[src/include/rtc_pkg.sv]
// Constants, register map and state types of the calendar clock
`default_nettype none

package rtc_pkg;

  // Timebase
  localparam int unsigned OSC_HZ = 32768;
  localparam logic [14:0] DIV_TOP = 15'(OSC_HZ - 1);

  // Periodic interrupt period limits, in their own units
  localparam int unsigned PER_MIN_US = 122;
  localparam int unsigned PER_MAX_MS = 500;
  localparam int unsigned PER_MIN_TICKS = (PER_MIN_US * OSC_HZ + 500000) / 1000000;
  localparam int unsigned PER_MAX_TICKS = (PER_MAX_MS * OSC_HZ + 500) / 1000;
  localparam logic [3:0] RATE_MIN = 4'($clog2(PER_MIN_TICKS) + 1);
  localparam logic [3:0] RATE_MAX = 4'($clog2(PER_MAX_TICKS) + 1);

  // Field limits
  localparam logic [5:0] SEC_MAX = 6'h3B;
  localparam logic [5:0] MIN_MAX = 6'h3B;
  localparam logic [4:0] HOUR_MAX = 5'h17;
  localparam logic [4:0] HOUR_NOON = 5'h0C;
  localparam logic [2:0] DOW_MAX = 3'h7;
  localparam logic [3:0] MON_MAX = 4'hC;
  localparam logic [6:0] YEAR_MAX = 7'h63;

  // Register byte offsets
  localparam logic [7:0] ADR_SEC = 8'h00;
  localparam logic [7:0] ADR_MIN = 8'h04;
  localparam logic [7:0] ADR_HOUR = 8'h08;
  localparam logic [7:0] ADR_DOW = 8'h0C;
  localparam logic [7:0] ADR_DOM = 8'h10;
  localparam logic [7:0] ADR_MON = 8'h14;
  localparam logic [7:0] ADR_YEAR = 8'h18;
  localparam logic [7:0] ADR_ALM_SEC = 8'h1C;
  localparam logic [7:0] ADR_ALM_MIN = 8'h20;
  localparam logic [7:0] ADR_ALM_HOUR = 8'h24;
  localparam logic [7:0] ADR_ALM_DOM = 8'h28;
  localparam logic [7:0] ADR_CTRL = 8'h2C;
  localparam logic [7:0] ADR_STATUS = 8'h30;
  localparam logic [7:0] ADR_MASK = 8'h34;
  localparam logic [7:0] ADR_DIV = 8'h38;

  // Status and mask bit positions
  localparam int unsigned EV_ALM = 0;
  localparam int unsigned EV_PER = 1;
  localparam int unsigned EV_UPD = 2;

  // Alarm match enable positions
  localparam int unsigned AEN_SEC = 0;
  localparam int unsigned AEN_MIN = 1;
  localparam int unsigned AEN_HOUR = 2;
  localparam int unsigned AEN_DOM = 3;

  typedef enum logic [1:0] {
    PH_IDLE = 2'b00,
    PH_ADV = 2'b01,
    PH_DONE = 2'b10
  } phase_t;

  typedef struct packed {
    logic [6:0] year;
    logic [3:0] mon;
    logic [4:0] dom;
    logic [2:0] dow;
    logic [4:0] hour;
    logic [5:0] min;
    logic [5:0] sec;
  } time_t;

  typedef struct packed {
    logic [3:0] aen;
    logic [3:0] rate;
    logic halt;
    logic bin;
    logic h24;
  } ctrl_t;

  typedef struct packed {
    time_t tm;
    time_t alm;
    ctrl_t ctrl;
    logic [2:0] status;
    logic [2:0] mask;
    logic [14:0] div;
    logic osc;
    phase_t phase;
    logic ack;
    logic [31:0] dat;
    logic irq;
  } state_t;

  localparam time_t TIME_RST = '{year: 7'h00, mon: 4'h1, dom: 5'h01, dow: 3'h1,
                                 hour: 5'h00, min: 6'h00, sec: 6'h00};
  localparam ctrl_t CTRL_RST = '{aen: 4'h0, rate: 4'h0, halt: 1'b0, bin: 1'b0, h24: 1'b1};

endpackage

`default_nettype wire

[src/verilog/rtc_calendar.sv]
// Calendar clock with alarm, periodic and update-end interrupts, Wishbone slave
//
// Behaviour
// RULE_01 - Divide the 32.768 kHz oscillator so counters advance once per second.
// RULE_02 - Keep seconds, minutes, hours, day, weekday, month and year counters.
// RULE_03 - Hours read and write in 12-hour or 24-hour form per control bit.
// RULE_04 - All time values read and write as packed BCD or binary per control bit.
// RULE_05 - Three interrupt sources: alarm, periodic, and update ended.
// RULE_06 - Alarm compares selected fields, from every second up to once a month.
// RULE_07 - Periodic interrupt at selectable rates from 122 us to 500 ms.
// RULE_08 - Flag update ended after each once-per-second counter update.
// RULE_09 - Month lengths, leap years, weekday wrap at seven, consistent hour wrap.
`default_nettype none

module rtc_calendar
  import rtc_pkg::*;
(
  input wire logic clk_i,
  input wire logic rst_i,
  input wire logic osc_i,
  input wire logic wb_cyc_i,
  input wire logic wb_stb_i,
  input wire logic wb_we_i,
  input wire logic [7:0] wb_adr_i,
  input wire logic [3:0] wb_sel_i,
  input wire logic [31:0] wb_dat_i,
  output logic [31:0] wb_dat_o,
  output logic wb_ack_o,
  output logic irq_o
);

  ////////////////////////////////////////////////////////////////////////////
  // Format helpers

  // Binary value to external form
  function automatic logic [7:0] enc(input logic [6:0] v, input logic bin);
    logic [6:0] tens;
    logic [6:0] ones;
    tens = v / 7'd10;
    ones = v % 7'd10;
    enc = bin ? {1'b0, v} : {tens[3:0], ones[3:0]};
  endfunction

  // External form to binary value
  function automatic logic [6:0] dec(input logic [7:0] v, input logic bin);
    dec = bin ? v[6:0] : 7'(7'(v[7:4]) * 7'd10 + 7'(v[3:0]));
  endfunction

  // Hour out, bit 7 is PM in 12-hour form
  function automatic logic [7:0] hour_out(input logic [4:0] h, input logic h24, input logic bin);
    logic [4:0] h12;
    logic [7:0] e;
    h12 = (h == 5'h00) ? HOUR_NOON : ((h > HOUR_NOON) ? 5'(h - HOUR_NOON) : h);
    e = enc({2'b00, h12}, bin);
    hour_out = h24 ? enc({2'b00, h}, bin) : {(h >= HOUR_NOON), e[6:0]};
  endfunction

  // Hour in, 12 o'clock maps to 0 before the PM offset
  function automatic logic [4:0] hour_in(input logic [7:0] v, input logic h24, input logic bin);
    logic [6:0] h12;
    logic [4:0] base;
    h12 = dec({1'b0, v[6:0]}, bin);
    base = (h12[4:0] == HOUR_NOON) ? 5'h00 : h12[4:0];
    hour_in = h24 ? 5'(dec(v, bin)) : 5'(base + (v[7] ? HOUR_NOON : 5'h00));
  endfunction

  // Days in month; years 00..99 leap every fourth
  function automatic logic [4:0] dim(input logic [3:0] mon, input logic [6:0] year);
    case (mon)
      4'h2: dim = (year[1:0] == 2'b00) ? 5'h1D : 5'h1C;
      4'h4, 4'h6, 4'h9, 4'hB: dim = 5'h1E;
      default: dim = 5'h1F;
    endcase
  endfunction

  // Divider mask for a rate select; low codes clamp to the fastest rate
  function automatic logic [14:0] per_mask(input logic [3:0] rate);
    logic [3:0] r;
    r = (rate < RATE_MIN) ? RATE_MIN : rate;
    per_mask = 15'((16'h0001 << (r - 4'h1)) - 16'h0001);
  endfunction

  ////////////////////////////////////////////////////////////////////////////
  // State

  state_t q;
  state_t d;
  logic osc_rise;
  logic sec_tick;
  logic per_hit;
  logic alm_match;
  logic req;
  logic wr;
  logic [2:0] ev_set;
  logic [2:0] ev_clr;
  logic [7:0] wbyte;
  logic [31:0] rd;
  logic tm_open;

  assign req = wb_cyc_i & wb_stb_i;
  // Time fields take writes only while halted and idle, so no race with updates
  assign tm_open = q.ctrl.halt && q.phase == PH_IDLE;
  // Write lands on the edge where the master sees ack
  assign wr = req & q.ack & wb_we_i;
  assign wbyte = wb_dat_i[7:0];

  // Alarm: disabled fields match anything, so no enables means every second
  assign alm_match = (!q.ctrl.aen[AEN_SEC] || q.tm.sec == q.alm.sec) &&
                     (!q.ctrl.aen[AEN_MIN] || q.tm.min == q.alm.min) &&
                     (!q.ctrl.aen[AEN_HOUR] || q.tm.hour == q.alm.hour) &&
                     (!q.ctrl.aen[AEN_DOM] || q.tm.dom == q.alm.dom); // [RULE_06]

  // Read data in the selected format
  always_comb
  begin
    rd = 32'h0000_0000;
    case ({wb_adr_i[7:2], 2'b00})
      ADR_SEC: rd[7:0] = enc({1'b0, q.tm.sec}, q.ctrl.bin); // [RULE_04]
      ADR_MIN: rd[7:0] = enc({1'b0, q.tm.min}, q.ctrl.bin);
      ADR_HOUR: rd[7:0] = hour_out(q.tm.hour, q.ctrl.h24, q.ctrl.bin); // [RULE_03]
      ADR_DOW: rd[7:0] = enc({4'h0, q.tm.dow}, q.ctrl.bin);
      ADR_DOM: rd[7:0] = enc({2'b00, q.tm.dom}, q.ctrl.bin);
      ADR_MON: rd[7:0] = enc({3'b000, q.tm.mon}, q.ctrl.bin);
      ADR_YEAR: rd[7:0] = enc(q.tm.year, q.ctrl.bin);
      ADR_ALM_SEC: rd[7:0] = enc({1'b0, q.alm.sec}, q.ctrl.bin);
      ADR_ALM_MIN: rd[7:0] = enc({1'b0, q.alm.min}, q.ctrl.bin);
      ADR_ALM_HOUR: rd[7:0] = hour_out(q.alm.hour, q.ctrl.h24, q.ctrl.bin);
      ADR_ALM_DOM: rd[7:0] = enc({2'b00, q.alm.dom}, q.ctrl.bin);
      ADR_CTRL: rd[11:0] = {q.ctrl.aen, q.ctrl.rate, 1'b0, q.ctrl.halt, q.ctrl.bin, q.ctrl.h24};
      ADR_STATUS: rd[2:0] = q.status;
      ADR_MASK: rd[2:0] = q.mask;
      ADR_DIV: rd[14:0] = q.div;
      default: rd = 32'h0000_0000; // Unmapped reads zero
    endcase
  end

  ////////////////////////////////////////////////////////////////////////////
  // Next state

  always_comb
  begin
    d = q;
    ev_set = 3'b000;
    ev_clr = 3'b000;
    sec_tick = 1'b0;
    per_hit = 1'b0;

    // Oscillator is sampled as a synchronous level; count its rising edges
    d.osc = osc_i;
    osc_rise = osc_i & ~q.osc;
    if (osc_rise)
    begin
      d.div = (q.div == DIV_TOP) ? 15'h0000 : 15'(q.div + 15'h0001); // [RULE_01]
      sec_tick = (q.div == DIV_TOP) && !q.ctrl.halt; // [RULE_01]
      per_hit = (q.ctrl.rate != 4'h0) &&
                ((q.div & per_mask(q.ctrl.rate)) == per_mask(q.ctrl.rate)); // [RULE_07]
    end
    if (per_hit)
    begin
      ev_set[EV_PER] = 1'b1; // [RULE_05]
    end

    // Update sequence: advance one cycle, then flag and check alarm
    case (q.phase)
      PH_IDLE:
      begin
        if (sec_tick)
        begin
          d.phase = PH_ADV;
        end
      end
      PH_ADV:
      begin
        d.phase = PH_DONE;
        if (q.tm.sec != SEC_MAX)
        begin
          d.tm.sec = 6'(q.tm.sec + 6'h01); // [RULE_02]
        end
        else
        begin
          d.tm.sec = 6'h00;
          if (q.tm.min != MIN_MAX)
          begin
            d.tm.min = 6'(q.tm.min + 6'h01);
          end
          else
          begin
            d.tm.min = 6'h00;
            // Hours count 0..23 inside, so 12-hour view wraps with it
            if (q.tm.hour != HOUR_MAX)
            begin
              d.tm.hour = 5'(q.tm.hour + 5'h01); // [RULE_09]
            end
            else
            begin
              d.tm.hour = 5'h00;
              d.tm.dow = (q.tm.dow == DOW_MAX) ? 3'h1 : 3'(q.tm.dow + 3'h1); // [RULE_09]
              if (q.tm.dom < dim(q.tm.mon, q.tm.year))
              begin
                d.tm.dom = 5'(q.tm.dom + 5'h01);
              end
              else
              begin
                d.tm.dom = 5'h01; // [RULE_09]
                if (q.tm.mon != MON_MAX)
                begin
                  d.tm.mon = 4'(q.tm.mon + 4'h1);
                end
                else
                begin
                  d.tm.mon = 4'h1;
                  d.tm.year = (q.tm.year == YEAR_MAX) ? 7'h00 : 7'(q.tm.year + 7'h01);
                end
              end
            end
          end
        end
      end
      PH_DONE:
      begin
        d.phase = PH_IDLE;
        ev_set[EV_UPD] = 1'b1; // [RULE_08]
        if (alm_match)
        begin
          ev_set[EV_ALM] = 1'b1; // [RULE_06]
        end
      end
      default:
      begin
        d.phase = PH_IDLE;
      end
    endcase

    // Bus: ack one cycle after the request, read data captured with it
    d.ack = req & ~q.ack;
    if (req & ~q.ack)
    begin
      d.dat = rd;
    end

    // Register writes; time fields only while halted and idle, so no race with updates
    if (wr && wb_sel_i[0])
    begin
      case ({wb_adr_i[7:2], 2'b00})
        ADR_SEC: if (tm_open) d.tm.sec = 6'(dec(wbyte, q.ctrl.bin)); // [RULE_04]
        ADR_MIN: if (tm_open) d.tm.min = 6'(dec(wbyte, q.ctrl.bin));
        ADR_HOUR: if (tm_open) d.tm.hour = hour_in(wbyte, q.ctrl.h24, q.ctrl.bin); // [RULE_03]
        ADR_DOW: if (tm_open) d.tm.dow = 3'(dec(wbyte, q.ctrl.bin));
        ADR_DOM: if (tm_open) d.tm.dom = 5'(dec(wbyte, q.ctrl.bin));
        ADR_MON: if (tm_open) d.tm.mon = 4'(dec(wbyte, q.ctrl.bin));
        ADR_YEAR: if (tm_open) d.tm.year = dec(wbyte, q.ctrl.bin);
        ADR_ALM_SEC: d.alm.sec = 6'(dec(wbyte, q.ctrl.bin));
        ADR_ALM_MIN: d.alm.min = 6'(dec(wbyte, q.ctrl.bin));
        ADR_ALM_HOUR: d.alm.hour = hour_in(wbyte, q.ctrl.h24, q.ctrl.bin);
        ADR_ALM_DOM: d.alm.dom = 5'(dec(wbyte, q.ctrl.bin));
        ADR_CTRL:
        begin
          d.ctrl.h24 = wbyte[0]; // [RULE_03]
          d.ctrl.bin = wbyte[1]; // [RULE_04]
          d.ctrl.halt = wbyte[2];
          d.ctrl.rate = wbyte[7:4]; // [RULE_07]
        end
        ADR_STATUS: ev_clr = wbyte[2:0];
        ADR_MASK: d.mask = wbyte[2:0];
        default: ev_clr = 3'b000;
      endcase
    end
    if (wr && wb_sel_i[1] && {wb_adr_i[7:2], 2'b00} == ADR_CTRL)
    begin
      d.ctrl.aen = wb_dat_i[11:8]; // [RULE_06]
    end

    // Sticky flags, an event in the clearing cycle survives
    d.status = (q.status & ~ev_clr) | ev_set; // [RULE_05]
    d.irq = |(d.status & d.mask);
  end

  ////////////////////////////////////////////////////////////////////////////
  // Registers

  always_ff @(posedge clk_i)
  begin
    if (rst_i)
    begin
      q <= '{tm: TIME_RST, alm: TIME_RST, ctrl: CTRL_RST, status: 3'h0, mask: 3'h0,
             div: 15'h0000, osc: 1'b0, phase: PH_IDLE, ack: 1'b0, dat: 32'h0000_0000, irq: 1'b0};
    end
    else
    begin
      q <= d;
    end
  end

  assign wb_dat_o = q.dat;
  assign wb_ack_o = q.ack;
  assign irq_o = q.irq;
endmodule

`default_nettype wire

[config.mk]
export PLATFORM = sky130hd
export DESIGN_NAME = rtc_calendar
export DESIGN_NICKNAME = d
export VERILOG_FILES = /design/src/include/rtc_pkg.sv /design/src/verilog/rtc_calendar.sv
export SDC_FILE = /design/constraint.sdc
export NUM_CORES = 1
export LEC_CHECK = 0
export CAP_MARGIN = 20
export CORE_ASPECT_RATIO = 1.4
export CORE_UTILIZATION = 60
export DETAILED_ROUTE_END_ITERATION = 16
export DONT_BUFFER_PORTS = 1
export PLACE_DENSITY = 0.79
export SYNTH_ARGS = -nofsm -noshare
export SYNTH_HDL_FRONTEND = slang
export SYNTH_SLANG_ARGS = --single-unit
[constraint.sdc]
create_clock -name clk_i -period 4.04 [get_ports clk_i]
set_input_delay 1.212 -clock clk_i [delete_from_list [all_inputs] [get_ports clk_i]]
set_output_delay 1.212 -clock clk_i [all_outputs]
set_load 0.05 [all_outputs]
==> out/qor.txt <==
outcome: finished clean
Worst Tran Pin Value: 0.823 ns
Final ANT Viol Nets: 0
cell area after synthesis: 11,200 µm²
Syn. warnings: 0
number of diodes: 0
Starting Density: 61.8%
ratio of final minimum period to clock period: 93.7%
core area: 18,100 µm²
Via Count: 11,900
Main synth FF type: dfxtp_1
Critical Path RT: 4.29 ns
Startpoint Class: flip-flop
final setup fails: 0
final worst setup slack: 0.255 ns
grt ovf: 0
Final Hold Viols: 0
Synth area leaders: dfxtp_1 20%, ha_1 7.2%, nor2_1 5.9%, a21oi_1 5.2%, nand2_1 4.4%
Wirelength per Cell: 20.7 µm
pwr/cell area: 197 nW/µm²
cell leakage power: 0.00433 µW
syn avg cell area: 7.18 µm²
First-pass DRT Iterations: 6
vias in the first global route: 11,000
post-layout min period: 3.78 ns
fmax: 264 MHz
Setup crit end kind: flip-flop
max_slew headroom: 44.7%
die height: 164 µm
vias per cell: 6.81
initial antenna violation count: 1
count leader, synth: nor2_1
clk_lat worst skew: 0.37 ns
share of the synthesized area in the top cell type: 19.6%
Root Buffer: clkbuf_16
ratio of cells with drive above 1 in the final layout: 7.19%
I/O pin cnt: 84
Seq/Total Area, Yosys: 19.6%
cell count after synthesis: 1,563
Initial DRC Count: 1,379
area leader, netlist: dfxtp_1
total number of placement rows: 58
Commonest cells post-synth: 175 x nor2_1, 133 x nand2_1, 116 x a21oi_1, 110 x dfxtp_1, 97 x clkbuf_1
Post-synth ARST share: 0%
critical path's largest stage delay: 0.54 ns
Hold WC Path Type: reg -> reg
gpl congestion: 1.00
Final TNS setup: 0 ns
Clock Skew: 0.00634 ns
TritonCTS buffer count: 9
first-pass GRT wire length: 57.1 mm
chip width: 118 µm
wirelength, routed: 36.1 mm
crit-path cells: inv_1 > ha_1 > or4b_4 > a31oi_4 > o21a_1 > ha_2 > a41o_1 > o21a_1 > ha_1 > nor2_1 > a221oi_2 > nand2b_2 > mux2_1 > a211oi_1 > or4_1
Slowest-stage cell, CP: or4b_4
CTS tree: done
WP data arrival: 4.03 ns
Pins Over Slew Limit: 0
die area: 19,300 µm²
# DRC: 0
Layout Nets: 1,616
max cap viols: 0
pre-CTS setup slack: 0.124 ns
All-Layer GR Usage: 37.5%
flops & latches, synth: 110
worst vdd rail ir drop: 285 µV
Crit Path Category: reg -> reg
Clock Tree Buf Depth: 2
Clock transition at path regs: 0.08 ns
pin count of the biggest net entering global routing: 90
CTS H-tree depth: 3
Hold-fix buffers, CTS: 0
critical path fanouts, max: 8
synth unique cells: 98
number of enable flip-flop cells after synthesis: 0
area grow syn2layout: 3.68%
Port-buffer cells: 0
clock sinks: 110
RSZ-0062 raised after global routing: no
post-detail-place hpwl: 26.5 mm
final cells by class:
type                            instances  area (µm²)
Inverter                               69         259
Tap cell                              240         300
Sequential cell                       110        2200
Fill cell                            1688        6510
Clock buffer                            9         225
Multi-Input combinational cell       1252        8130
Clock inverter                          7        83.8
Timing Repair Buffer                   56         433
through the flow:
| step | cell area (µm²) | std cells | util (%) | hold WS, ns | total power, µW |
|---|---|---|---|---|---|
| floorplan | 11300 | 1579 | - | 0.432 | 1320 |
| global route | 11600 | 1743 | 64.1 | 0.546 | 2350 |
| finish | 11600 | 1743 | 64.1 | 0.500 | 2290 |
| detailed placement | 11300 | 1726 | 62.4 | 0.482 | 1370 |
| CTS | 11600 | 1742 | 64.1 | 0.493 | 2290 |
| global placement | 11300 | 1726 | 62.4 | 0.479 | 1370 |
critical path: cells and delay by family, from the launching register on:
kind                     cells  cell delay, ns
AND/OR/NAND/NOR              4            1.28
AO/OA/AOI/OAI                6            1.01
adder cells (fa/ha/maj)      3            0.65
flip-flops                   1            0.38
multiplexers                 1            0.24
buffers and inverters        1            0.09
logic make-up after synthesis:
kind of cell / synth area share (%)
multiplexers: 3.32
buffers and inverters: 8.55
AND/OR/NAND/NOR: 27.8
other: 0.0334
flip-flops: 19.6
adder cells (fa/ha/maj): 7.96
AO/OA/AOI/OAI: 27.1
XOR/XNOR: 5.54
registers in the layout, summed over array words and instances (netlist names):
register	count
q	93
wb_ack_o	1
wb_dat_o	15
irq_o	1
cell usage in the layout, fill, tap and decap left out, types with 10 or more instances in the layout:
cell / n
nor2_1: 175
a311oi_1: 12
xnor2_1: 41
o22ai_1: 10
conb_1: 17
nand2b_1: 35
a31oi_1: 21
xor2_1: 30
o211ai_1: 14
o31ai_1: 10
ha_1: 64
nor2b_1: 30
o21ai_0: 67
a221oi_1: 18
a22oi_1: 12
a21oi_1: 116
inv_1: 63
dfxtp_1: 108
nor3b_1: 11
nand3_1: 66
nand2_1: 133
mux2i_1: 26
a211oi_1: 32
nand3b_1: 10
and3_1: 13
nor3_1: 43
nand4_1: 19
buf_4: 55
report_power, final:
group | internal [µW] | switching, µW
clock | 446 | 488
sequential | 1090 | 25.2
combinational | 69.1 | 173
total | 1610 | 686
routing by layer:
| layer | GRT usage, % | up-vias | wire length [µm] |
|---|---|---|---|
| li1 | - | 5537 | - |
| met2 | 64.0 | 605 | 17000 |
| met3 | 7.47 | 165 | 3190 |
| met5 | 0 | - | 21 |
| met4 | 26.9 | 2 | 2600 |
| met1 | 41.9 | 5558 | 13300 |
timing repair:
| action | CTS | global route |
|---|---|---|
| setup endpoints to repair | 0 | 3 |
| endpoints found under the hold margin | 0 | 0 |
| buffers inserted | 0 | 1 |
| gates resized for setup | 0 | 2 |
final timing paths:
kind,start,endpoint,slack (ns),cells after the start
max,q[84],wb_dat_o[2],0.26,15
min,q[69],q[69],0.50,2
max reg2reg,q[84],wb_dat_o[2],0.26,15
min reg2reg,q[69],q[69],0.50,2
Note: power is estimated with default switching activity, not from simulation.
